## src/core/csp_regs.svh

```systemverilog
// register map, field positions, reset values and counts of the serial port
`ifndef CSP_REGS_SVH
`define CSP_REGS_SVH
// byte offsets on the register bus
`define CSP_MODE_OFS    8'h00
`define CSP_CTRL0_OFS   8'h04
`define CSP_CTRL1_OFS   8'h08
`define CSP_TXBUF_OFS   8'h0C
`define CSP_RXBUF_OFS   8'h10
`define CSP_RATE_OFS    8'h14
`define CSP_PINSEL_OFS  8'h18
`define CSP_IRQ_OFS     8'h1C
// mode register fields
`define CSP_MODE_SYNC   3'h1
`define CSP_M_EXTCLK    3
`define CSP_M_RSVD      7
// control register 0 fields
`define CSP_C0_ROLE     2
`define CSP_C0_IDLE     3
`define CSP_C0_HSOFF    4
`define CSP_C0_ORDER    7
// control register 1 fields
`define CSP_C1_TXEN     0
`define CSP_C1_TBE      1
`define CSP_C1_RXEN     2
`define CSP_C1_RXF      3
`define CSP_C1_OVR      4
// pin select and request fields
`define CSP_PS_P8DIR    2
`define CSP_IRQ_TX      0
`define CSP_IRQ_RX      1
// software writable bits
`define CSP_C0_WMASK    8'h97
`define CSP_C1_WMASK    8'h05
`define CSP_PS_WMASK    8'h07
// reset values
`define CSP_MODE_RST    8'h00
`define CSP_CTRL0_RST   8'h08
`define CSP_CTRL1_RST   8'h02
`define CSP_RATE_RST    8'h00
`define CSP_PINSEL_RST  8'h00
`define CSP_IRQ_RST     8'h00
// counts: last bit index of a frame, base clock prescale masks
`define CSP_FRAME_LAST  4'h7
`define CSP_PRE_MASK0   8'h00
`define CSP_PRE_MASK1   8'h07
`define CSP_PRE_MASK2   8'h1F
`define CSP_PRE_MASK3   8'hFF
// bus answers
`define CSP_RESP_OKAY   2'h0
`define CSP_RESP_SLVERR 2'h2
`endif

```

## src/core/csp_pkg.sv

```systemverilog
// types shared by the clock synchronous serial port
package csp_pkg;
  // transmitter sequence
  typedef enum logic [1:0] {
    CSP_IDLE  = 2'b00,
    CSP_ARMED = 2'b01,
    CSP_SHIFT = 2'b10
  } csp_tx_st_t;
  // register bus, master to slave
  typedef struct packed {
    logic [7:0]  awaddr;
    logic        awvalid;
    logic [31:0] wdata;
    logic [3:0]  wstrb;
    logic        wvalid;
    logic        bready;
    logic [7:0]  araddr;
    logic        arvalid;
    logic        rready;
  } csp_axi_req_t;
  // register bus, slave to master
  typedef struct packed {
    logic        awready;
    logic        wready;
    logic        bvalid;
    logic [1:0]  bresp;
    logic        arready;
    logic        rvalid;
    logic [31:0] rdata;
    logic [1:0]  rresp;
  } csp_axi_rsp_t;
  // pin levels seen by the port
  typedef struct packed {
    logic shift_clock_pin;
    logic serial_data_in;
    logic clear_to_send_in;
  } csp_pin_in_t;
  // pin drives, enables active low
  typedef struct packed {
    logic shift_clock_pin;
    logic shift_clock_pin_oe_n;
    logic serial_data_out;
    logic alt_clock_pin_a;
    logic alt_clock_pin_a_oe_n;
    logic hs_pin;
    logic hs_pin_oe_n;
  } csp_pin_out_t;
  // whole state of the port
  typedef struct packed {
    csp_axi_rsp_t rsp;
    csp_pin_out_t pins;
    csp_tx_st_t   st;
    logic [7:0]   mode;
    logic [7:0]   c0;
    logic [7:0]   c1;
    logic [7:0]   rate;
    logic [7:0]   pinsel;
    logic [7:0]   irq;
    logic [7:0]   txbuf;
    logic [7:0]   txsh;
    logic [7:0]   rxsh;
    logic [7:0]   rxbuf;
    logic [3:0]   bitcnt;
    logic [3:0]   rxcnt;
    logic [7:0]   pre;
    logic [7:0]   rcnt;
    logic         sclk_int;
    logic         sy1;
    logic         sy2;
    logic         sy3;
    logic         idle_d;
    logic         tbe_d;
    logic         rxf_d;
    logic [7:0]   aw_addr;
    logic         aw_got;
    logic [7:0]   wbyte;
    logic         wstrb0;
    logic         w_got;
  } csp_state_t;
endpackage

```

## src/core/csp_port.sv

```systemverilog
// clock synchronous serial port with its register slave
//
// How it works
// - mode 001, bit 7 zero selects sync mode
// - mode bit 3: internal or external shift clock
// - base clock divided by n+1, then two
// - control 0 bit 2: clear-to-send or ready-to-receive
// - control 0 bit 4 set: handshake pin unused
// - start needs enable, full buffer, clear-to-send low
// - bits leave on falling clock, LSB first
// - buffer write clears empty; load sets it
// - role bit set ignores clear-to-send at start
// - running frame ignores flag and pin changes
// - start checked only while frame end high
// - idle status sets after frame end, clears on start
// - empty flag rising sets transmit request
// - clock pin choice kept still during frames
// - select bits route clock to three pins
// - held-high data pin needs direction bit
// - receive enable flag turns receiver on
// - ready-to-receive low after enable and dummy write
// - sample on rising clock, eight bits fill buffer
// - new frame over full buffer sets overrun
// - read or disable clears full; overrun on disable
// - bit order swaps wiring at the buffers
//
// Design decisions made here: the AXI4-Lite register port and the address map.
`timescale 1ns/1ns
`default_nettype none
`include "csp_regs.svh"

module csp_port
  import csp_pkg::*;
(
  // clock and reset
  input  wire logic         core_clk_i,
  input  wire logic         rst_n_i,
  // register bus slave
  input  wire csp_axi_req_t axi_i,
  output var  csp_axi_rsp_t axi_o,
  // serial pins
  input  wire csp_pin_in_t  pin_i,
  output var  csp_pin_out_t pin_o
);

  csp_state_t r;               // registered state
  csp_state_t n;               // next state

  logic       serial_on;       // port in clock synchronous mode
  logic       ext_clk;         // shift clock comes from the pin
  logic       int_clk;         // this port makes the shift clock
  logic [7:0] pre_mask;        // prescale mask of the base clock
  logic       tick;            // base clock event
  logic       half;            // half period of the shift clock
  logic       fall_ev;         // shift clock high to low
  logic       rise_ev;         // shift clock low to high
  logic       frame_end_sig;   // no frame in progress
  logic       cts_ok;          // clear-to-send allows a start
  logic       start;           // load buffer into shifter now
  logic       rx_on;           // receiver running
  logic       rts_ready;       // receiver ready for a frame
  logic [1:0] clk_pin_sel;     // clock output pin choice
  logic [7:0] wbyte_ord;       // written byte in wire order
  logic [7:0] rxbuf_ord;       // received byte in read order

  // outputs come straight from the state flops
  assign axi_o = r.rsp;
  assign pin_o = r.pins;

  // mode decode
  assign serial_on = (r.mode[2:0] == `CSP_MODE_SYNC) && !r.mode[`CSP_M_RSVD];
  assign ext_clk   = r.mode[`CSP_M_EXTCLK];
  assign int_clk   = serial_on && !ext_clk;

  // base clock choice; an external clock ignores it
  always_comb begin
    case (r.c0[1:0])
      2'b00:   pre_mask = `CSP_PRE_MASK0;
      2'b01:   pre_mask = `CSP_PRE_MASK1;
      2'b10:   pre_mask = `CSP_PRE_MASK2;
      default: pre_mask = `CSP_PRE_MASK3;
    endcase
  end

  // divide by n+1; each half event toggles the clock, dividing by two
  assign tick = (r.pre & pre_mask) == 8'h00;
  assign half = tick && (r.rcnt == r.rate);

  // edge sources: own divider or the synchronised pin
  assign fall_ev = ext_clk ? (r.sy3 && !r.sy2)
                           : ((r.st == CSP_SHIFT) && half && r.sclk_int);
  assign rise_ev = ext_clk ? (!r.sy3 && r.sy2)
                           : ((r.st == CSP_SHIFT) && half && !r.sclk_int);

  // start condition, tested only between frames
  assign frame_end_sig = (r.st == CSP_IDLE);
  assign cts_ok = r.c0[`CSP_C0_HSOFF] || r.c0[`CSP_C0_ROLE]
                  || !pin_i.clear_to_send_in;
  assign start  = serial_on && frame_end_sig
                  && r.c1[`CSP_C1_TXEN] && !r.c1[`CSP_C1_TBE] && cts_ok;

  // receiver state
  assign rx_on     = serial_on && r.c1[`CSP_C1_RXEN];
  assign rts_ready = rx_on && ((r.st == CSP_ARMED)
                     || (frame_end_sig && !r.c1[`CSP_C1_TBE]));
  assign clk_pin_sel = r.pinsel[1:0];

  // bit order: wiring reversed between bus and buffers
  for (genvar g = 0; g < 8; g++) begin : g_order
    assign wbyte_ord[g] = r.c0[`CSP_C0_ORDER] ? r.wbyte[7-g] : r.wbyte[g];
    assign rxbuf_ord[g] = r.c0[`CSP_C0_ORDER] ? r.rxbuf[7-g] : r.rxbuf[g];
  end

  // next state
  always_comb begin
    n = r;
    // two flops catch the pin, the third marks edges
    n.sy1 = pin_i.shift_clock_pin;
    n.sy2 = r.sy1;
    n.sy3 = r.sy2;
    n.pre = r.pre + 8'h01;
    n.idle_d = frame_end_sig;
    n.tbe_d  = r.c1[`CSP_C1_TBE];
    n.rxf_d  = r.c1[`CSP_C1_RXF];

    // rate divider runs on base clock events
    if (tick) begin
      n.rcnt = (r.rcnt == r.rate) ? 8'h00 : r.rcnt + 8'h01;
    end

    // ---- transmitter ----
    if (start) begin
      // buffer moves into the shifter, flags and clock restart
      n.txsh = r.txbuf;
      n.c1[`CSP_C1_TBE] = 1'b1;
      n.c0[`CSP_C0_IDLE] = 1'b0;
      n.bitcnt = 4'h0;
      n.rcnt = 8'h00;
      n.sclk_int = 1'b1;
      // external clock waits for the far side's first fall
      n.st = ext_clk ? CSP_ARMED : CSP_SHIFT;
    end else if (frame_end_sig && !r.idle_d) begin
      // idle status follows frame end by one cycle
      n.c0[`CSP_C0_IDLE] = 1'b1;
    end

    // running frame looks at neither flags nor clear-to-send
    if (!frame_end_sig && serial_on) begin
      if (r.st == CSP_SHIFT && !ext_clk && half) begin
        n.sclk_int = !r.sclk_int;
      end
      if (fall_ev) begin
        // next bit out on the falling edge, low bit first
        n.pins.serial_data_out = r.txsh[0];
        n.txsh = {1'b1, r.txsh[7:1]};
        n.st = CSP_SHIFT;
      end
      if (rise_ev && r.st == CSP_SHIFT) begin
        // eighth rising edge ends the frame
        if (r.bitcnt == `CSP_FRAME_LAST) begin
          n.st = CSP_IDLE;
          n.bitcnt = 4'h0;
        end else begin
          n.bitcnt = r.bitcnt + 4'h1;
        end
      end
    end else if (!serial_on) begin
      // parallel port: frame dropped, line idles high
      n.st = CSP_IDLE;
      n.sclk_int = 1'b1;
      n.pins.serial_data_out = 1'b1;
    end

    // ---- register bus, write side ----
    if (axi_i.awvalid && r.rsp.awready) begin
      n.aw_addr = axi_i.awaddr;
      n.aw_got = 1'b1;
    end
    if (axi_i.wvalid && r.rsp.wready) begin
      n.wbyte = axi_i.wdata[7:0];
      n.wstrb0 = axi_i.wstrb[0];
      n.w_got = 1'b1;
    end
    if (r.rsp.bvalid && axi_i.bready) begin
      n.rsp.bvalid = 1'b0;
    end
    // both halves held and last answer gone: perform the write
    if (r.aw_got && r.w_got && !r.rsp.bvalid) begin
      n.aw_got = 1'b0;
      n.w_got = 1'b0;
      n.rsp.bvalid = 1'b1;
      n.rsp.bresp = `CSP_RESP_OKAY;
      case ({r.aw_addr[7:2], 2'b00})
        `CSP_MODE_OFS: begin
          if (r.wstrb0) n.mode = r.wbyte;
        end
        `CSP_CTRL0_OFS: begin
          // idle status bit is read only
          if (r.wstrb0) n.c0 = (r.c0 & ~`CSP_C0_WMASK) | (r.wbyte & `CSP_C0_WMASK);
        end
        `CSP_CTRL1_OFS: begin
          // only the two enables are writable
          if (r.wstrb0) n.c1 = (n.c1 & ~`CSP_C1_WMASK) | (r.wbyte & `CSP_C1_WMASK);
        end
        `CSP_TXBUF_OFS: begin
          if (r.wstrb0) begin
            n.txbuf = wbyte_ord;
            n.c1[`CSP_C1_TBE] = 1'b0;
          end
        end
        `CSP_RATE_OFS: begin
          if (r.wstrb0) n.rate = r.wbyte;
        end
        `CSP_PINSEL_OFS: begin
          if (r.wstrb0) n.pinsel = r.wbyte & `CSP_PS_WMASK;
        end
        `CSP_IRQ_OFS: begin
          // write one to clear a request
          if (r.wstrb0) n.irq = r.irq & ~r.wbyte;
        end
        `CSP_RXBUF_OFS: begin
          // receive buffer ignores writes
          n.rsp.bresp = `CSP_RESP_OKAY;
        end
        default: begin
          n.rsp.bresp = `CSP_RESP_SLVERR;
        end
      endcase
    end
    n.rsp.awready = !n.aw_got;
    n.rsp.wready  = !n.w_got;

    // ---- register bus, read side ----
    if (r.rsp.rvalid && axi_i.rready) begin
      n.rsp.rvalid = 1'b0;
    end
    if (axi_i.arvalid && r.rsp.arready) begin
      n.rsp.rvalid = 1'b1;
      n.rsp.rresp = `CSP_RESP_OKAY;
      n.rsp.rdata = 32'h0000_0000;
      case ({axi_i.araddr[7:2], 2'b00})
        `CSP_MODE_OFS:   n.rsp.rdata[7:0] = r.mode;
        `CSP_CTRL0_OFS:  n.rsp.rdata[7:0] = r.c0;
        `CSP_CTRL1_OFS:  n.rsp.rdata[7:0] = r.c1;
        `CSP_TXBUF_OFS:  n.rsp.rdata[7:0] = r.txbuf;
        `CSP_RXBUF_OFS: begin
          n.rsp.rdata[7:0] = rxbuf_ord;
          n.c1[`CSP_C1_RXF] = 1'b0;
        end
        `CSP_RATE_OFS:   n.rsp.rdata[7:0] = r.rate;
        `CSP_PINSEL_OFS: n.rsp.rdata[7:0] = r.pinsel;
        `CSP_IRQ_OFS:    n.rsp.rdata[7:0] = r.irq;
        default:         n.rsp.rresp = `CSP_RESP_SLVERR;
      endcase
    end
    n.rsp.arready = !n.rsp.rvalid;

    // ---- receiver ----
    if (!(serial_on && n.c1[`CSP_C1_RXEN])) begin
      // disabled or parallel: flags and bit count cleared
      n.c1[`CSP_C1_RXF] = 1'b0;
      n.c1[`CSP_C1_OVR] = 1'b0;
      n.rxcnt = 4'h0;
    end else if (rise_ev && rx_on) begin
      // sample on the rising edge, low bit arrives first
      n.rxsh = {pin_i.serial_data_in, r.rxsh[7:1]};
      if (r.rxcnt == `CSP_FRAME_LAST) begin
        n.rxbuf = {pin_i.serial_data_in, r.rxsh[7:1]};
        n.rxcnt = 4'h0;
        if (r.c1[`CSP_C1_RXF]) n.c1[`CSP_C1_OVR] = 1'b1;
        n.c1[`CSP_C1_RXF] = 1'b1;
      end else begin
        n.rxcnt = r.rxcnt + 4'h1;
      end
    end

    // requests: a set in the same cycle beats the clear
    if (r.c1[`CSP_C1_TBE] && !r.tbe_d) n.irq[`CSP_IRQ_TX] = 1'b1;
    if (r.c1[`CSP_C1_RXF] && !r.rxf_d) n.irq[`CSP_IRQ_RX] = 1'b1;

    // ---- pins ----
    // clock pin driven only by the clock sender; alt pins apply
    // live, software leaves the choice alone during a frame
    // pins follow the next clock level so data and the pin fall together
    n.pins.shift_clock_pin      = clk_pin_sel[1] ? 1'b1 : n.sclk_int;
    n.pins.shift_clock_pin_oe_n = !int_clk;
    // receive data pin: clock, held high, or input
    n.pins.alt_clock_pin_a      = 1'b1;
    n.pins.alt_clock_pin_a_oe_n = 1'b1;
    if (int_clk) begin
      case (clk_pin_sel)
        2'b10: begin
          n.pins.alt_clock_pin_a      = n.sclk_int;
          n.pins.alt_clock_pin_a_oe_n = 1'b0;
        end
        2'b01, 2'b11: begin
          // held high only when the direction bit says output
          n.pins.alt_clock_pin_a_oe_n = !r.pinsel[`CSP_PS_P8DIR];
        end
        default: begin
          n.pins.alt_clock_pin_a_oe_n = 1'b1;
        end
      endcase
    end
    // handshake pin: third clock, ready-to-receive, or released
    n.pins.hs_pin      = 1'b1;
    n.pins.hs_pin_oe_n = 1'b1;
    if (int_clk && clk_pin_sel == 2'b11) begin
      n.pins.hs_pin      = n.sclk_int;
      n.pins.hs_pin_oe_n = 1'b0;
    end else if (int_clk && clk_pin_sel != 2'b00) begin
      n.pins.hs_pin_oe_n = 1'b1; // plain port pin
    end else if (serial_on && !r.c0[`CSP_C0_HSOFF] && r.c0[`CSP_C0_ROLE]) begin
      n.pins.hs_pin      = !rts_ready;
      n.pins.hs_pin_oe_n = 1'b0;
    end
  end

  // state register, constants only under reset
  always_ff @(posedge core_clk_i or negedge rst_n_i) begin
    if (!rst_n_i) begin
      r <= '0;
      r.st <= CSP_IDLE;
      r.mode <= `CSP_MODE_RST;
      r.c0 <= `CSP_CTRL0_RST;
      r.c1 <= `CSP_CTRL1_RST;
      r.rate <= `CSP_RATE_RST;
      r.pinsel <= `CSP_PINSEL_RST;
      r.irq <= `CSP_IRQ_RST;
      r.rsp.awready <= 1'b1;
      r.rsp.wready <= 1'b1;
      r.rsp.arready <= 1'b1;
      r.pins <= '1;
      r.sclk_int <= 1'b1;
      r.sy1 <= 1'b1;
      r.sy2 <= 1'b1;
      r.sy3 <= 1'b1;
      r.idle_d <= 1'b1;
      r.tbe_d <= 1'b1;
    end else begin
      r <= n;
    end
  end
endmodule // csp_port
`default_nettype wire

```

## config.mk

```make
export PLATFORM = sky130hd
export DESIGN_NAME = csp_port
export DESIGN_NICKNAME = d
export VERILOG_FILES = /design/src/core/csp_pkg.sv /design/src/core/csp_port.sv
export VERILOG_INCLUDE_DIRS = /design/src /design/src/core
export SDC_FILE = /design/constraint.sdc
export NUM_CORES = 1
export LEC_CHECK = 0
export ABC_AREA = 1
export BUFFER_PORTS_ARGS = -buffer_cell sky130_fd_sc_hd__clkbuf_2
export CAP_MARGIN = 25
export CELL_PAD_IN_SITES_DETAIL_PLACEMENT = 1
export CELL_PAD_IN_SITES_GLOBAL_PLACEMENT = 1
export CORE_ASPECT_RATIO = 2
export CORE_MARGIN = 2
export CORE_UTILIZATION = 45
export CTS_BUF_LIST = sky130_fd_sc_hd__clkbuf_16
export DETAILED_ROUTE_END_ITERATION = 12
export GPL_TIMING_DRIVEN = 1
export PLACE_DENSITY = 0.84
export SLEW_MARGIN = 40
export SYNTH_ARGS = -nofsm -noshare
export SYNTH_HDL_FRONTEND = slang
export SYNTH_SLANG_ARGS = --single-unit
```

## constraint.sdc

```tcl
create_clock -name core_clk_i -period 3.85 [get_ports core_clk_i]
set_input_delay 0.77 -clock core_clk_i [delete_from_list [all_inputs] [get_ports core_clk_i]]
set_output_delay 0.77 -clock core_clk_i [all_outputs]
set_load 0.03 [all_outputs]
```

Yosys cells after proc, flatten, opt, wreduce, memory -nomap -nowiden
Cells that the tools add are included.
{"block": "word_totals", "ff_bits": 151, "out_inout_bits": 48, "in_bits": 62, "word_cells": 260}
{"block": "op_classes", "reduce_logical": 86, "bitwise": 5, "n_mux": 91, "addsub": 4, "n_eq_ne": 28}
{"op": "$mux 8", "count": 13}
{"op": "$pmux 8 s8", "count": 1}
{"op": "$eq 6x3->1 const B", "count": 8}
{"op": "$mux 1", "count": 44}
{"op": "$mux 44", "count": 1}
{"op": "$mux 4", "count": 9}
{"op": "$logic_and 1x1->1", "count": 35}
{"op": "$mux 35", "count": 1}
{"op": "$mux 2", "count": 15}
{"op": "$reduce_and 3->1", "count": 10}
{"op": "$eq 6x2->1 const B", "count": 4}
{"op": "$pmux 8 s3", "count": 1}
{"op": "$logic_not 1->1", "count": 19}
{"op": "$reduce_bool 2->1", "count": 9}
{"op": "$add 8x1->8 const B", "count": 2}
{"op": "$and 8x8->8", "count": 2}
{"op": "$reduce_or 8->1", "count": 2}
{"op": "$eq 6x1->1 const B", "count": 2}
{"op": "$logic_not 6->1", "count": 2}
{"op": "$mux 9", "count": 1}
{"op": "$add 4x1->4 const B", "count": 2}
{"op": "$eq 2x2->1 const B", "count": 4}
{"op": "$eq 4x3->1 const B", "count": 2}
{"op": "$eq 8x8->1", "count": 1}
{"op": "15 further kinds", "count": 24}

Logic depth before layout (Yosys ltp)
Gate-level depths: netlist of the first run.
{"block": "logic_depth", "depth_word": 16, "ltp_mapped": 14, "mapped_depth_nobuf": 13}

Worst setup path before layout of the first run
OpenSTA, ideal clock, no wires.
{"block": "synth_path", "path_type": "input to register", "startpoint": "input axi_i[9] in the netlist's numbering", "endpoint": "register r, in the netlist axi_o[8]", "setup_time_ns": 0.064, "path_slack_ns": 2.065, "stages": 8, "path_buffers": 0, "arrival_ns": 1.721, "required_ns": 3.786, "cell_sequence": "nor2_2 > nand3_1 > inv_1 > o21ai_0 > a21oi_1 > a21oi_1 > a21oi_1 > a21o_1"}
{"block": "synth_via", "elab_chain_cells": 2, "word_cells_on_any_way": 9, "cone_classes": "eq/ne: 7; mux: 1; reduce/logical: 1"}
{"element": "from (decl)", "line_no": "csp_port.sv:39", "text": "input wire csp_axi_req_t axi_i,"}
{"element": "$eq 6x3->1, or another cell as far along", "line_no": "csp_port.sv:241", "text": "case ({axi_i.araddr[7:2], 2'b00})"}
{"element": "$pmux 8 s8 (*)", "line_no": "csp_port.sv:241"}
{"element": "to (signal assigned)", "line_no": "csp_port.sv:341", "text": "r <= n;"}
{"element": "to (decl)", "line_no": "csp_port.sv:46", "text": "csp_state_t r;"}
Every way passes the cells marked *; elsewhere a longest branch is shown, timed or not.
A chain may end at the register's enable or synchronous reset.

==> results.md, run 1 <==
- The run finished with clean final reports.
- The adder and majority gate portion of the synthesized area is 0.00719.
- After the last flow step, the layout net total stands at 950.
- The most used flip-flop cell after synthesis is dfrtp_1.
- Of the total synthesized cell area, the portion taken by AND, OR, NAND and NOR gates is 0.234.
- The placer's final routability congestion estimate is 0.893.
- The data arrival time at the worst-slack endpoint is 2580 ps.
- The CTS tree is done.
- STA classifies the critical path endpoint as a register.
- The root buffer cell chosen for the clock tree is clkbuf_16.
- The tightest min-delay check is of the in2async type.
- TritonCTS created 17 clock buffers.
- The maximum clock insertion buffer count is 2.
- The tightest hold path in the finished design has a slack of 357 ps.
- For the final database, setup skew stands at 7.52 ps.
- Along the worst path, the maximum fanout reaches 11.
- Averaged over all synthesized cells, the footprint is 8.22 um2.
- The top achievable clock speed is 443 MHz.
- For this design, the sink count on the clock tree is 141.
- The worst register-to-register path ends at r[72].
- The power density of the placed cells is 627 nW/um2.
- The number of pins exceeding their max-slew limit in the final report is 0.
- The mux cell area share after synthesis is 0.
- The number of hold violations in the final report was 0.
- The register-to-register path setup slack is 1590 ps.
- Once detail routing completed, the nets flagged for antenna violations numbered 0.
- The number of antenna repair diodes is 0.
- After detailed routing, the number of remaining DRC violations is 0.
- The die covers 16500 um2.
- In the layout the commonest cells are 260 x nand2_1, 123 x dfrtp_1, 104 x o21ai_0.
- Setup repair after global routing left no endpoint under its margin.
- The source-to-sink clock delay at the later pin of the worst-skew pair is 430 ps.
- The depth of the most critical reg-to-reg path is 8.
- The setup path with the least slack is of type reg2reg.
- The detailed router placed 5741 vias in this run.
- The number of instances resized during post-cts repair is 0.
- Setup violations remaining at the end of the flow were counted as 0.
- VDD sags by at most 0.352 mV.
- The first TritonRoute pass finished after 4 iterations.
- The required time of the worst setup path is 4170 ps.
- Synthesis inferred 141 register bits.
- Across the run, the number of max-cap violations was 0.
- The post-route fraction of the period consumed by the critical path is 0.587.
- Of the total synthesized cell area, the portion taken by XOR and XNOR cells is 0.0126.
- For this run, asynchronously set or reset flops after synthesis account for 1.00.
- The final layout contains routed wiring with a total length of 19600 um.
- In the routed layout, each cell is associated on average with a via count of 5.24.
- Measured along the y axis, the die boundary spans 180 um.
- Detailed placement ended at an HPWL of 14500 um.
- The number of antenna violations at the first check in global routing is 0.
- The static leakage power is 0.00391 uW.
- The setup TNS is 0 ps.
- The most frequent standard cell in the layout excluding fill and tap cells is nand2_1.
- The remaining global-route overflow is 0.
- The maximum number of pins on one net before global-route repair is 82.
- The number of placed I/O pins is 110.
- The post-CTS clock slew at the launch and capture registers of the worst setup and hold paths is 60 ps.
- The share of post-route cells with drive strength above 1 is 0.151.
- Relative to the synthesized area, the layout overhead comes to 11.0%.
- The smallest clock period supported by the final layout is computed as 2260 ps.
- The quantity of I/O buffers inserted on ports is 52.
- The global-route wire length before repair is 31800 um.
- The via count of the first global-routing pass is 6212.
- The register area share after synthesis is 0.510.
- The violation count after the first detailed-routing iteration is 282.
- By area, the combinational part of the netlist is dominated by simple AND/OR/NAND/NOR gates.
- The effective utilization at floorplan is 0.457.
- The area of the core is 15200 um2.
- The count of H-tree levels built during CTS is 4.
- Measured along the x axis, the die boundary spans 91.9 um.
- Yosys mapped the design onto 42 distinct sky130hd cell types.
- In this run the tightest slew margin relative to its limit is 0.486.
- In the final routed layout, each cell accounts on average for 17.9 um.
- Buffers added to address setup during post-CTS repair amount to 0.
- The number of hold buffers added after CTS was 0.
- For this run, the total global-route usage over all layers was measured as 0.251.
- The area fraction in compound gates after synthesis is 0.119.
- The transition time at the pin with the least slew margin is 771 ps.
- In the synthesized netlist, the number of instances is 846.
- The launch instance of the worst register-to-register path is r[124].
- The initialized floorplan defines 64 standard-cell rows.
- Counting flops with a built-in enable in the synthesized netlist gives 0.
- The synthesized netlist occupies a cell area of 6960 um2.
- The worst setup path is launched from a register.
- For this run, the number of Yosys warnings is 0.
[cells in the mapped netlist, drive strengths merged, types with 2 or more instances]
library cell	instances	area (um2)
a21oi	19	95.1
a22oi	3	22.5
a31oi	2	12.5
buf	52	399
clkbuf	10	37.5
clkinv	3	11.3
dfrtp	123	3080
dfstp	18	473
ha	4	50.1
inv	96	363
nand2	270	1050
nand3	35	185
nand4	10	83.8
nor2	51	249
nor3	11	55.1
o2111ai	3	26.3
o211ai	3	22.5
o21a	4	30.0
o21ai	107	536
o221ai	2	17.5
o22ai	4	25.0
xor2	10	87.6
[worst max path at each step]
stage,from,end,slack [ps],cells past startpoint
4_1_cts,r[124],r[72],1580,8
2_1_floorplan,axi_i[9],axi_o[8],2060,8
3_3_place_gp,axi_i[9],axi_o[6],1500,8
5_1_grt,r[124],r[66],1390,8
3_5_place_dp,axi_i[9],axi_o[6],1460,8
6_report,r[124],r[72],1590,8
[power breakdown]
part / leakage, uW / total [uW] / switching [uW] / internal, uW
registers: 0.00178 / 2060 / 258 / 1810
logic: 0.00188 / 1200 / 871 / 328
clock network: 0.000261 / 1580 / 685 / 896
total: 0.00391 / 4840 / 1810 / 3030
[per-stage QoR]
stage	util	total power, uW	worst slack, ps	cells	area, um2
floorplan	-	2890	2060	871	7050
global placement	0.470	3230	1500	1063	7160
detailed placement	0.470	3280	1460	1063	7160
CTS	0.507	4880	1580	1095	7720
global route	0.508	5120	1390	1095	7720
finish	0.508	4840	1590	1095	7720
[layout make-up]
type	count	area, um2
well taps	198	248
inverters	99	374
flip-flops and latches	141	3550
fillers	1890	7490
multi-input cells	569	2690
repair buffers	56	297
clock inverters	15	138
clock buffers	17	425
[registers in the layout (all words and copies together), names as in the netlist]
| register | count |
|---|---|
| r | 112 |
| axi_o | 15 |
| pin_o | 7 |
| n | 4 |
| clk_pin_sel | 2 |
| ext_clk | 1 |
[worst max-delay path, stage by stage (launching register included)]
cell,delay (ps)
dfrtp_1,410
nor2_1,160
nand3_2,240
nor2_1,460
nand3_1,160
nand2_1,380
inv_2,180
nand2_1,100
nand2_1,50
[logic make-up (layout without fill, tap and decap cells)]
kind of cell | count (synthesis) | in the layout
AND/OR/NAND/NOR | 377 | 377
buffers and inverters | 161 | 187
AO/OA/AOI/OAI | 152 | 152
flip-flops | 141 | 141
XOR/XNOR | 10 | 10
adder cells (fa/ha/maj) | 4 | 4
other | 1 | 26
[layer usage]
layer | routed length [um] | part of all wire | vias to the layer above | track usage
met5 | 0 | 0 | - | 0
met4 | 1500 | 0.076 | 0 | 0.177
met3 | 751 | 0.038 | 69 | 0.0532
met2 | 10600 | 0.54 | 151 | 0.461
met1 | 6690 | 0.34 | 2814 | 0.240
li1 | - | - | 2707 | -
Power figures use the tool's default switching activity.
==> run 2, diff against run 1 <==
--- a/config.mk
+++ b/config.mk
@@ -13,11 +13,11 @@
 export CELL_PAD_IN_SITES_GLOBAL_PLACEMENT = 1
 export CORE_ASPECT_RATIO = 2
 export CORE_MARGIN = 2
-export CORE_UTILIZATION = 45
+export CORE_UTILIZATION = 42
 export CTS_BUF_LIST = sky130_fd_sc_hd__clkbuf_16
 export DETAILED_ROUTE_END_ITERATION = 12
 export GPL_TIMING_DRIVEN = 1
-export PLACE_DENSITY = 0.84
+export PLACE_DENSITY = 0.8
 export SLEW_MARGIN = 40
 export SYNTH_ARGS = -nofsm -noshare
 export SYNTH_HDL_FRONTEND = slang
==> constraint.sdc (replaced) <==
create_clock -name core_clk_i -period 2.2 [get_ports core_clk_i]
set_input_delay 0.44 -clock core_clk_i [delete_from_list [all_inputs] [get_ports core_clk_i]]
set_output_delay 0.44 -clock core_clk_i [all_outputs]
set_load 0.03 [all_outputs]
==> results.md, run 2 (synthesized netlist as in run 1, its figures left out) <==
- The cell with the largest stage delay on the worst path is dfrtp_1 (was nor2_1).
- The via count of the first global-routing pass is 6115 (was 6212).
- The DRC violation count after routing is 0 (unchanged).
- The global-route wire length before repair was 31100 um (was 31800 um).
- The largest driver fanout on the critical path is 17 (was 11).
- The clock root buffer is clkbuf_16 (unchanged).
- The source-to-sink clock delay at the later pin of the worst-skew pair is 430 ps (about the same).
- The net switching component of the power is 3140 uW (was 1810 uW).
- The share of total power consumed by net switching is 0.362 (was 0.374).
- The area of combinational cells with multiple inputs is 2690 um2 (about the same).
- The maximum ir drop on the vdd rail came to 0.655 mV (was 0.352 mV).
- The remaining global-route overflow is 0 (unchanged).
- The setup TNS was 0 ps (unchanged).
- The placer's final routability congestion estimate is 0.862 (was 0.893).
- The pre-CTS setup slack is 239 ps (was 1460 ps).
- Ordered cell list for the critical path: inv_1, nand2_1, nand2_1, nor2_1, nand2_1, nor2_4, nand4_2, nand2_4, nand2_4, nor2_8, nand3_1, nand2_1 (was nor2_1, nand3_2, nor2_1, nand3_1, nand2_1, inv_2, nand2_1, nand2_1).
- The clock period minus final worst setup slack is 2010 ps (was 2260 ps).
- The detail-routed net length per standard cell came to 17.6 um (was 17.9 um).
- The type of element launching the critical path was a register (unchanged).
- The die boundary width was 95.0 um (was 91.9 um).
- The quantity of I/O buffers inserted on ports came to 52 (unchanged).
- The area growth from synthesis to layout is 13.1% (was 11.0%).
- The top achievable clock speed came to 498 MHz (was 443 MHz).
- The sequential share of power is 0.417 (was 0.426).
- The reported max-cap violation count was 0 (unchanged).
- The remaining max-slew budget at the tightest pin is 0.610 (was 0.486).
- The number of buffers created by CTS is 17 (unchanged).
- The critical setup path kind was reg2reg (unchanged).
- The post-route fraction of the period consumed by the critical path came to 0.913 (was 0.587).
- The maximum clock insertion buffer count is 2 (unchanged).
- The CTS tree is done (unchanged).
- The final hold slack was 98.4 ps (was 357 ps).
- The number of instances resized during post-cts repair is 0 (unchanged).
- The transition time at the pin with the least slew margin came to 583 ps (was 771 ps).
- The static leakage power came to 0.00400 uW (was 0.00391 uW).
- The number of rows created at floorplan is 66 (was 64).
- The share of post-route cells with drive strength above 1 is 0.156 (was 0.151).
- The post-detailed-routing wire length was 19600 um (about the same).
- The remaining antenna violation count after routing was 0 (unchanged).
- The part of the power in the clock network is 0.333 (was 0.326).
- The count of H-tree levels built during CTS is 4 (unchanged).
- The number of hold violations in the final report was 0 (unchanged).
- The post-CTS clock slew at the launch and capture registers of the worst setup and hold paths is 60 ps (about the same).
- Commonest non-fill, non-tap cells in the layout: 260 x nand2_1, 123 x dfrtp_1, 104 x o21ai_0 (unchanged).
- The half-perimeter wire length of the detailed placement result was 14300 um (was 14500 um).
- The number of hold-repair buffers added at the cts stage is 1 (was 0).
- The overall die area is 17700 um2 (was 16500 um2).
- The combinational cell fraction of total power is 0.250 (was 0.248).
- The setup-violating endpoint count in the final report is 0 (unchanged).
- The cell-internal power is 5540 uW (was 3030 uW).
- The worst-case clock skew is 12.6 ps (was 7.52 ps).
- The cell seen most often among critical-path stages is nand2_1 (unchanged).
- The number of antenna violations at the first check in global routing is 0 (unchanged).
- The critical path capture point type is a register (unchanged).
- The via-per-instance ratio is 5.18 (was 5.24).
- The area of the core came to 16300 um2 (was 15200 um2).
- Result of the run: completed (unchanged).
- The number of antenna repair diodes is 0 (unchanged).
- The via count was 5770 (was 5741).
- The sink count of the clock tree is 141 (unchanged).
- The top cell family by delay on the critical path was simple AND/OR/NAND/NOR gates (unchanged).
- The final cell count without fillers was 1113 (was 1095).
- The number of buffers inserted by post-CTS setup repair is 0 (unchanged).
- The delay of the slowest critical-path stage is 380 ps (was 460 ps).
- The number of flip-flops in the largest register is 112 (unchanged).
- The layout net count was 962 (was 950).
- The number of placed I/O pins came to 110 (unchanged).
- The sequential cell area was 3550 um2 (unchanged).
- The effective utilization at floorplan is 0.428 (was 0.457).
- Unrepaired setup endpoints after global routing: no (unchanged).
- The most frequent standard cell in the layout excluding fill and tap cells is nand2_1 (unchanged).
- The required time of the worst setup path was 2560 ps (was 4170 ps).
- The combined buffer and inverter count along the critical path was 1 (unchanged).
- The number of fillers in the final layout is 1966 (was 1890).
- The die span in y came to 186 um (was 180 um).
- The register bank with the most flops is r (unchanged).
- The worst hold-check path type is in2reg (was in2async).
- The maximum number of pins on one net before global-route repair is 55 (was 82).
- The total instance count after detailed placement was 1080 (was 1063).
- The power density of the placed cells is 1100 nW/um2 (was 627 nW/um2).
- The violation count after the first detailed-routing iteration was 337 (was 282).
- The first-pass detailed-route iteration total was 4 (unchanged).
- The slack of the critical path is 192 ps (was 1590 ps).
- The number of pins exceeding their max-slew limit in the final report is 0 (unchanged).
- The data arrival time at the worst-slack endpoint is 2370 ps (was 2580 ps).
- The combined global-route utilization of all metal layers is 0.237 (was 0.251).
[run 2: cell count changes in the layout (fill, tap and decap cells not counted)]
cell	change
nor2_2	-1
clkinv_1	+1
bufinv_16	+2
buf_4	+9
clkinv_2	+3
dlygate4sd3_1	+1
inv_1	+2
buf_12	+2
nor2_1	+1
inv_6	-6
clkinvlp_4	-2
[run 2: worst paths after layout]
path / end / slack, ps / from / cells after the start
hold reg to reg: n[22] / 360 / n[23] / 0
min in group asynchronous: r[7] / 530 / rst_n_i / 2
setup / recovery: r[52] / 190 / r[98] / 12
setup reg to reg: r[52] / 190 / r[98] / 12
hold / removal: n[23] / 100 / pin_i[2] / 1
max in group asynchronous: axi_o[35] / 980 / rst_n_i / 3
[run 2: final cells by class]
type | count | area share
inverters | 99 | 0.0476
multi-input cells | 569 | 0.342
clock buffers | 17 | 0.0541
flip-flops and latches | 141 | 0.451
repair buffers | 68 | 0.0527
well taps | 204 | 0.0325
clock inverters | 15 | 0.0199
[run 2: power groups by stage]
stage | clock network [uW] | logic [uW] | registers (uW)
after floorplan | 0 | 1580 | 3480
after global placement | 0 | 2080 | 3620
after detailed placement | 0 | 2160 | 3640
after CTS | 2930 | 2200 | 3610
after global routing | 3020 | 2460 | 3690
final | 2890 | 2170 | 3610
[run 2: per-layer routing]
layer	routed length (um)	vias to the layer above	part of all wire	track usage
li1	-	2731	-	-
met1	6820	2860	0.35	0.234
met2	11100	125	0.57	0.445
met3	525	54	0.027	0.0320
met4	1130	0	0.058	0.161
met5	0	-	0	0
[run 2: per-stage QoR]
stage	total power, uW	utilization	area, um2
final	8670	0.483	7870
after CTS	8740	0.483	7870
after global routing	9170	0.483	7870
after floorplan	5060	-	7050
after detailed placement	5810	0.447	7270
after global placement	5710	0.447	7270
==> run 3, diff against run 2 <==
--- a/config.mk
+++ b/config.mk
@@ -6,15 +6,14 @@
 export SDC_FILE = /design/constraint.sdc
 export NUM_CORES = 1
 export LEC_CHECK = 0
-export ABC_AREA = 1
+export ABC_AREA = 0
 export BUFFER_PORTS_ARGS = -buffer_cell sky130_fd_sc_hd__clkbuf_2
 export CAP_MARGIN = 25
 export CELL_PAD_IN_SITES_DETAIL_PLACEMENT = 1
 export CELL_PAD_IN_SITES_GLOBAL_PLACEMENT = 1
 export CORE_ASPECT_RATIO = 2
 export CORE_MARGIN = 2
-export CORE_UTILIZATION = 42
-export CTS_BUF_LIST = sky130_fd_sc_hd__clkbuf_16
+export CORE_UTILIZATION = 45
 export DETAILED_ROUTE_END_ITERATION = 12
 export GPL_TIMING_DRIVEN = 1
 export PLACE_DENSITY = 0.8
==> results.md, run 3 <==
- The remaining antenna violation count after routing is 0 (unchanged).
- The half-perimeter wire length of the detailed placement result is 14100 um (was 14300 um).
- The effective utilization at floorplan was 0.460 (was 0.428).
- The sequential share of power came to 0.408 (was 0.417).
- The post-detailed-placement cell area is 7520 um2 (was 7270 um2).
- The cell depth of the worst setup path is 7 (was 12).
- The area growth from synthesis to layout is 21.0% (was 13.1%).
- The library cell with the highest instance count after synthesis is dfrtp_1 (was nand2_1).
- The via count is 4998 (was 5770).
- The part of the power in the clock network is 0.308 (was 0.333).
- The number of fillers in the final layout is 1621 (was 1966).
- The data arrival time at the worst-slack endpoint is 2730 ps (was 2370 ps).
- The number of flip-flops in the largest register is 112 (unchanged).
- The post-synthesis instance area was 6820 um2 (was 6960 um2).
- The clock period minus final worst setup slack is 2420 ps (was 2010 ps).
- The number of antenna repair diodes was 0 (unchanged).
- The register area share after synthesis is 0.520 (was 0.510).
- The number of buffers created by CTS came to 17 (unchanged).
- The critical setup path kind is reg2reg (unchanged).
- The transition time at the pin with the least slew margin is 515 ps (was 583 ps).
- The CTS tree is done (unchanged).
- The number of pins exceeding their max-slew limit in the final report was 0 (unchanged).
- Cell types occupying the most area after synthesis: dfrtp_1 45%, mux2_2 12%, dfstp_2 6.9% (was dfrtp_1 44%, nand2_1 14%, o21ai_0 7.5%).
- The area of the core is 14800 um2 (was 16300 um2).
- The number of placed I/O pins is 110 (unchanged).
- The slack of the critical path came to -223 ps (was 192 ps).
- The net switching component of the power is 3120 uW (was 3140 uW).
- The post-detailed-routing wire length is 19000 um (was 19600 um).
- The power density of the placed cells is 1110 nW/um2 (was 1100 nW/um2).
- The die boundary width is 91.1 um (was 95.0 um).
- The maximum number of pins on one net before global-route repair is 52 (was 55).
- The global-route wire length before repair is 30100 um (was 31100 um).
- The number of rows created at floorplan is 63 (was 66).
- The area fraction in compound gates after synthesis is 0.0897 (was 0.119).
- The largest area contributor in the netlist is dfrtp_1 (unchanged).
- The final cell count without fillers was 905 (was 1113).
- The total instance count after detailed placement is 867 (was 1080).
- The cell area after layout came to 8260 um2 (was 7870 um2).
- The maximum ir drop on the vdd rail is 0.756 mV (was 0.655 mV).
- The first-pass detailed-route iteration total is 4 (unchanged).
- The required time of the worst setup path is 2510 ps (was 2560 ps).
- The setup-violating endpoint count in the final report is 29 (was 0).
- The post-CTS clock slew at the launch and capture registers of the worst setup and hold paths was 60 ps (about the same).
- The share of total power consumed by net switching came to 0.340 (was 0.362).
- The post-route fraction of the period consumed by the critical path is 1.10 (was 0.913).
- Ordered cell list for the critical path: xnor2_1, nand4_1, or4_4, o41ai_4, and3_1, buf_6, mux2_2 (was inv_1, nand2_1, nand2_1, nor2_1, nand2_1, nor2_4, nand4_2, nand2_4, nand2_4, nor2_8, nand3_1, nand2_1).
- The critical path capture point type was a register (unchanged).
- The placer's final routability congestion estimate is 0.850 (was 0.862).
- Commonest non-fill, non-tap cells in the layout: 123 x dfrtp_1, 73 x mux2_2, 67 x buf_4 (was 260 x nand2_1, 123 x dfrtp_1, 104 x o21ai_0).
- The overall die area is 16200 um2 (was 17700 um2).
- The worst-case clock skew is 7.19 ps (was 12.6 ps).
- The mux cell area share after synthesis is 0.175 (was 0).
- Result of the run: finished with violations (was completed).
- The main combinational cell family by area after synthesis is multiplexers (was simple AND/OR/NAND/NOR gates).
- The violation count after the first detailed-routing iteration is 242 (was 337).
- The top cell family by delay on the critical path is simple AND/OR/NAND/NOR gates (unchanged).
- The combinational cell fraction of total power is 0.284 (was 0.250).
- The cell-internal power is 6060 uW (was 5540 uW).
- The reported max-cap violation count is 0 (unchanged).
- The via count of the first global-routing pass came to 5579 (was 6115).
- The post-synthesis cell count is 597 (was 846).
- The quantity of I/O buffers inserted on ports is 52 (unchanged).
- The source-to-sink clock delay at the later pin of the worst-skew pair came to 430 ps (about the same).
- Unrepaired setup endpoints after global routing: yes (was no).
- The sequential cell area is 3550 um2 (unchanged).
- The largest driver fanout on the critical path is 7 (was 17).
- The register bank with the most flops is r (unchanged).
- The area share of the largest cell type after synthesis was 0.451 (was 0.442).
- The sink count of the clock tree came to 141 (unchanged).
- The clock root buffer was clkbuf_16 (unchanged).
- The via-per-instance ratio is 5.52 (was 5.18).
- The remaining global-route overflow is 0 (unchanged).
- The layout net count came to 763 (was 962).
- The remaining max-slew budget at the tightest pin is 0.657 (was 0.610).
- The post-synthesis sequential element count is 141 (unchanged).
- The simple-gate share of the synthesized area is 0.115 (was 0.234).
- The final reports fail on setup timing.
- The depth of the most critical reg-to-reg path is 7 (was 12).
- The share of flip-flops with an asynchronous set or reset after synthesis is 1.00 (unchanged).
- The combined global-route utilization of all metal layers is 0.247 (was 0.237).
- The number of antenna violations at the first check in global routing is 0 (unchanged).
- The count of distinct cell types in the synthesized netlist was 53 (was 42).
- The worst hold-check path type is in2reg (unchanged).
- The most instantiated flip-flop cell in the synthesis netlist is dfrtp_1 (unchanged).
- The average cell area after synthesis came to 11.4 um2 (was 8.22 um2).
- The number of hold violations in the final report was 0 (unchanged).
- The type of element launching the critical path is a register (unchanged).
- The area of combinational cells with multiple inputs came to 2970 um2 (was 2690 um2).
- The adder and majority gate portion of the synthesized area is 0.00734 (was 0.00719).
- The static leakage power came to 0.00381 uW (was 0.00400 uW).
- The launching element of the worst setup path was r[103] (was r[98]).
- The cell with the largest stage delay on the worst path is or4_4 (was dfrtp_1).
- The count of H-tree levels built during CTS is 4 (unchanged).
- The launch instance of the worst register-to-register path is r[103] (was r[98]).
- The hold path depth came to 1 (unchanged).
- The maximum clock insertion buffer count is 2 (unchanged).
- The DRC violation count after routing was 0 (unchanged).
- The number of synthesized flops with an enable pin was 0 (unchanged).
- The top achievable clock speed was 413 MHz (was 498 MHz).
- The share of post-route cells with drive strength above 1 is 0.380 (was 0.156).
- The most frequent standard cell in the layout excluding fill and tap cells was dfrtp_1 (was nand2_1).
- The launch instance of the worst min-delay path is pin_i[2] (unchanged).
- The detail-routed net length per standard cell is 21.0 um (was 17.6 um).
- The delay of the slowest critical-path stage is 480 ps (was 380 ps).
- The number of warnings reported in the yosys synthesis log is 0 (unchanged).
- The XOR/XNOR share of the synthesized area is 0.0180 (was 0.0126).
- The die span in y is 178 um (was 186 um).
- The combined buffer and inverter count along the critical path is 1 (unchanged).
- Cell types with the highest counts after synthesis: 123 x dfrtp_1, 75 x mux2_2, 50 x nor2_1 (was 260 x nand2_1, 123 x dfrtp_1, 104 x o21ai_0).
[run 3: worst paths after layout]
kind,end,slack (ps)
max in group asynchronous,axi_o[35],980
worst min register to register,n[22],360
min in group asynchronous,r[79],530
worst max-delay path,r[61],-220
worst min-delay path,n[23],90
worst max register to register,r[61],-220
[run 3: logic make-up after synthesis]
kind of cell / after synthesis
other: 1
DFF: 141
muxes: 105
AOI/OAI and AO/OA: 93
buffers and inverters: 85
xor gates and xnor gates: 14
and+or+nand+nor: 154
adders and majority gates: 4
[run 3: layout make-up]
| type | count | share of cell area |
|---|---|---|
| clock inverter | 13 | 0.0173 |
| timing repair buffer | 124 | 0.102 |
| sequential | 141 | 0.430 |
| tap | 195 | 0.0296 |
| inverter | 17 | 0.00773 |
| clock buffer | 19 | 0.0537 |
| multi-input combinational | 396 | 0.360 |
[run 3: per-layer routing]
metal / up-vias / global-route usage / part of all wire
met5: - / 0 / 0
met4: 0 / 0.162 / 0.056
met3: 54 / 0.0410 / 0.028
met2: 136 / 0.475 / 0.58
met1: 2562 / 0.237 / 0.34
li1: 2246 / - / -
[run 3: worst register-to-register path, delay by kind of cell (launching register included)]
| family | cells | cell delay (ps) |
|---|---|---|
| xor gates and xnor gates | 1 | 290 |
| muxes | 1 | 340 |
| and+or+nand+nor | 3 | 880 |
| DFF | 1 | 410 |
| AOI/OAI and AO/OA | 1 | 230 |
| buffers and inverters | 1 | 140 |
[run 3: what timing repair did]
item | in CTS | in global routing
resized for setup | 16 | 8
hold endpoints to repair | 45 | 0
endpoints found under the setup margin | 35 | 37
pin swaps | 8 | 4
buffers inserted | 5 | 2
hold buffers | 1 | 0
[run 3: power by group through the flow]
| stage | registers [uW] | clock network [uW] | logic, uW |
|---|---|---|---|
| after floorplan | 3520 | 0 | 1650 |
| after global placement | 3720 | 0 | 2350 |
| after detailed placement | 3770 | 0 | 2490 |
| after CTS | 3740 | 2860 | 2610 |
| after global routing | 3810 | 2980 | 2830 |
| final | 3750 | 2830 | 2600 |
[run 3: through the flow]
stage / TNS [ps] / util / worst slack (ps) / hold WS, ps / total power (uW)
finish: -3640 / 0.557 / -223 / 92.7 / 9180
detailed placement: -6650 / 0.508 / -312 / 348 / 6260
floorplan: -3060 / - / -269 / 144 / 5170
CTS: -5300 / 0.556 / -259 / 83.6 / 9210
global placement: -4790 / 0.508 / -217 / 346 / 6070
global route: -6910 / 0.557 / -340 / 86.4 / 9630
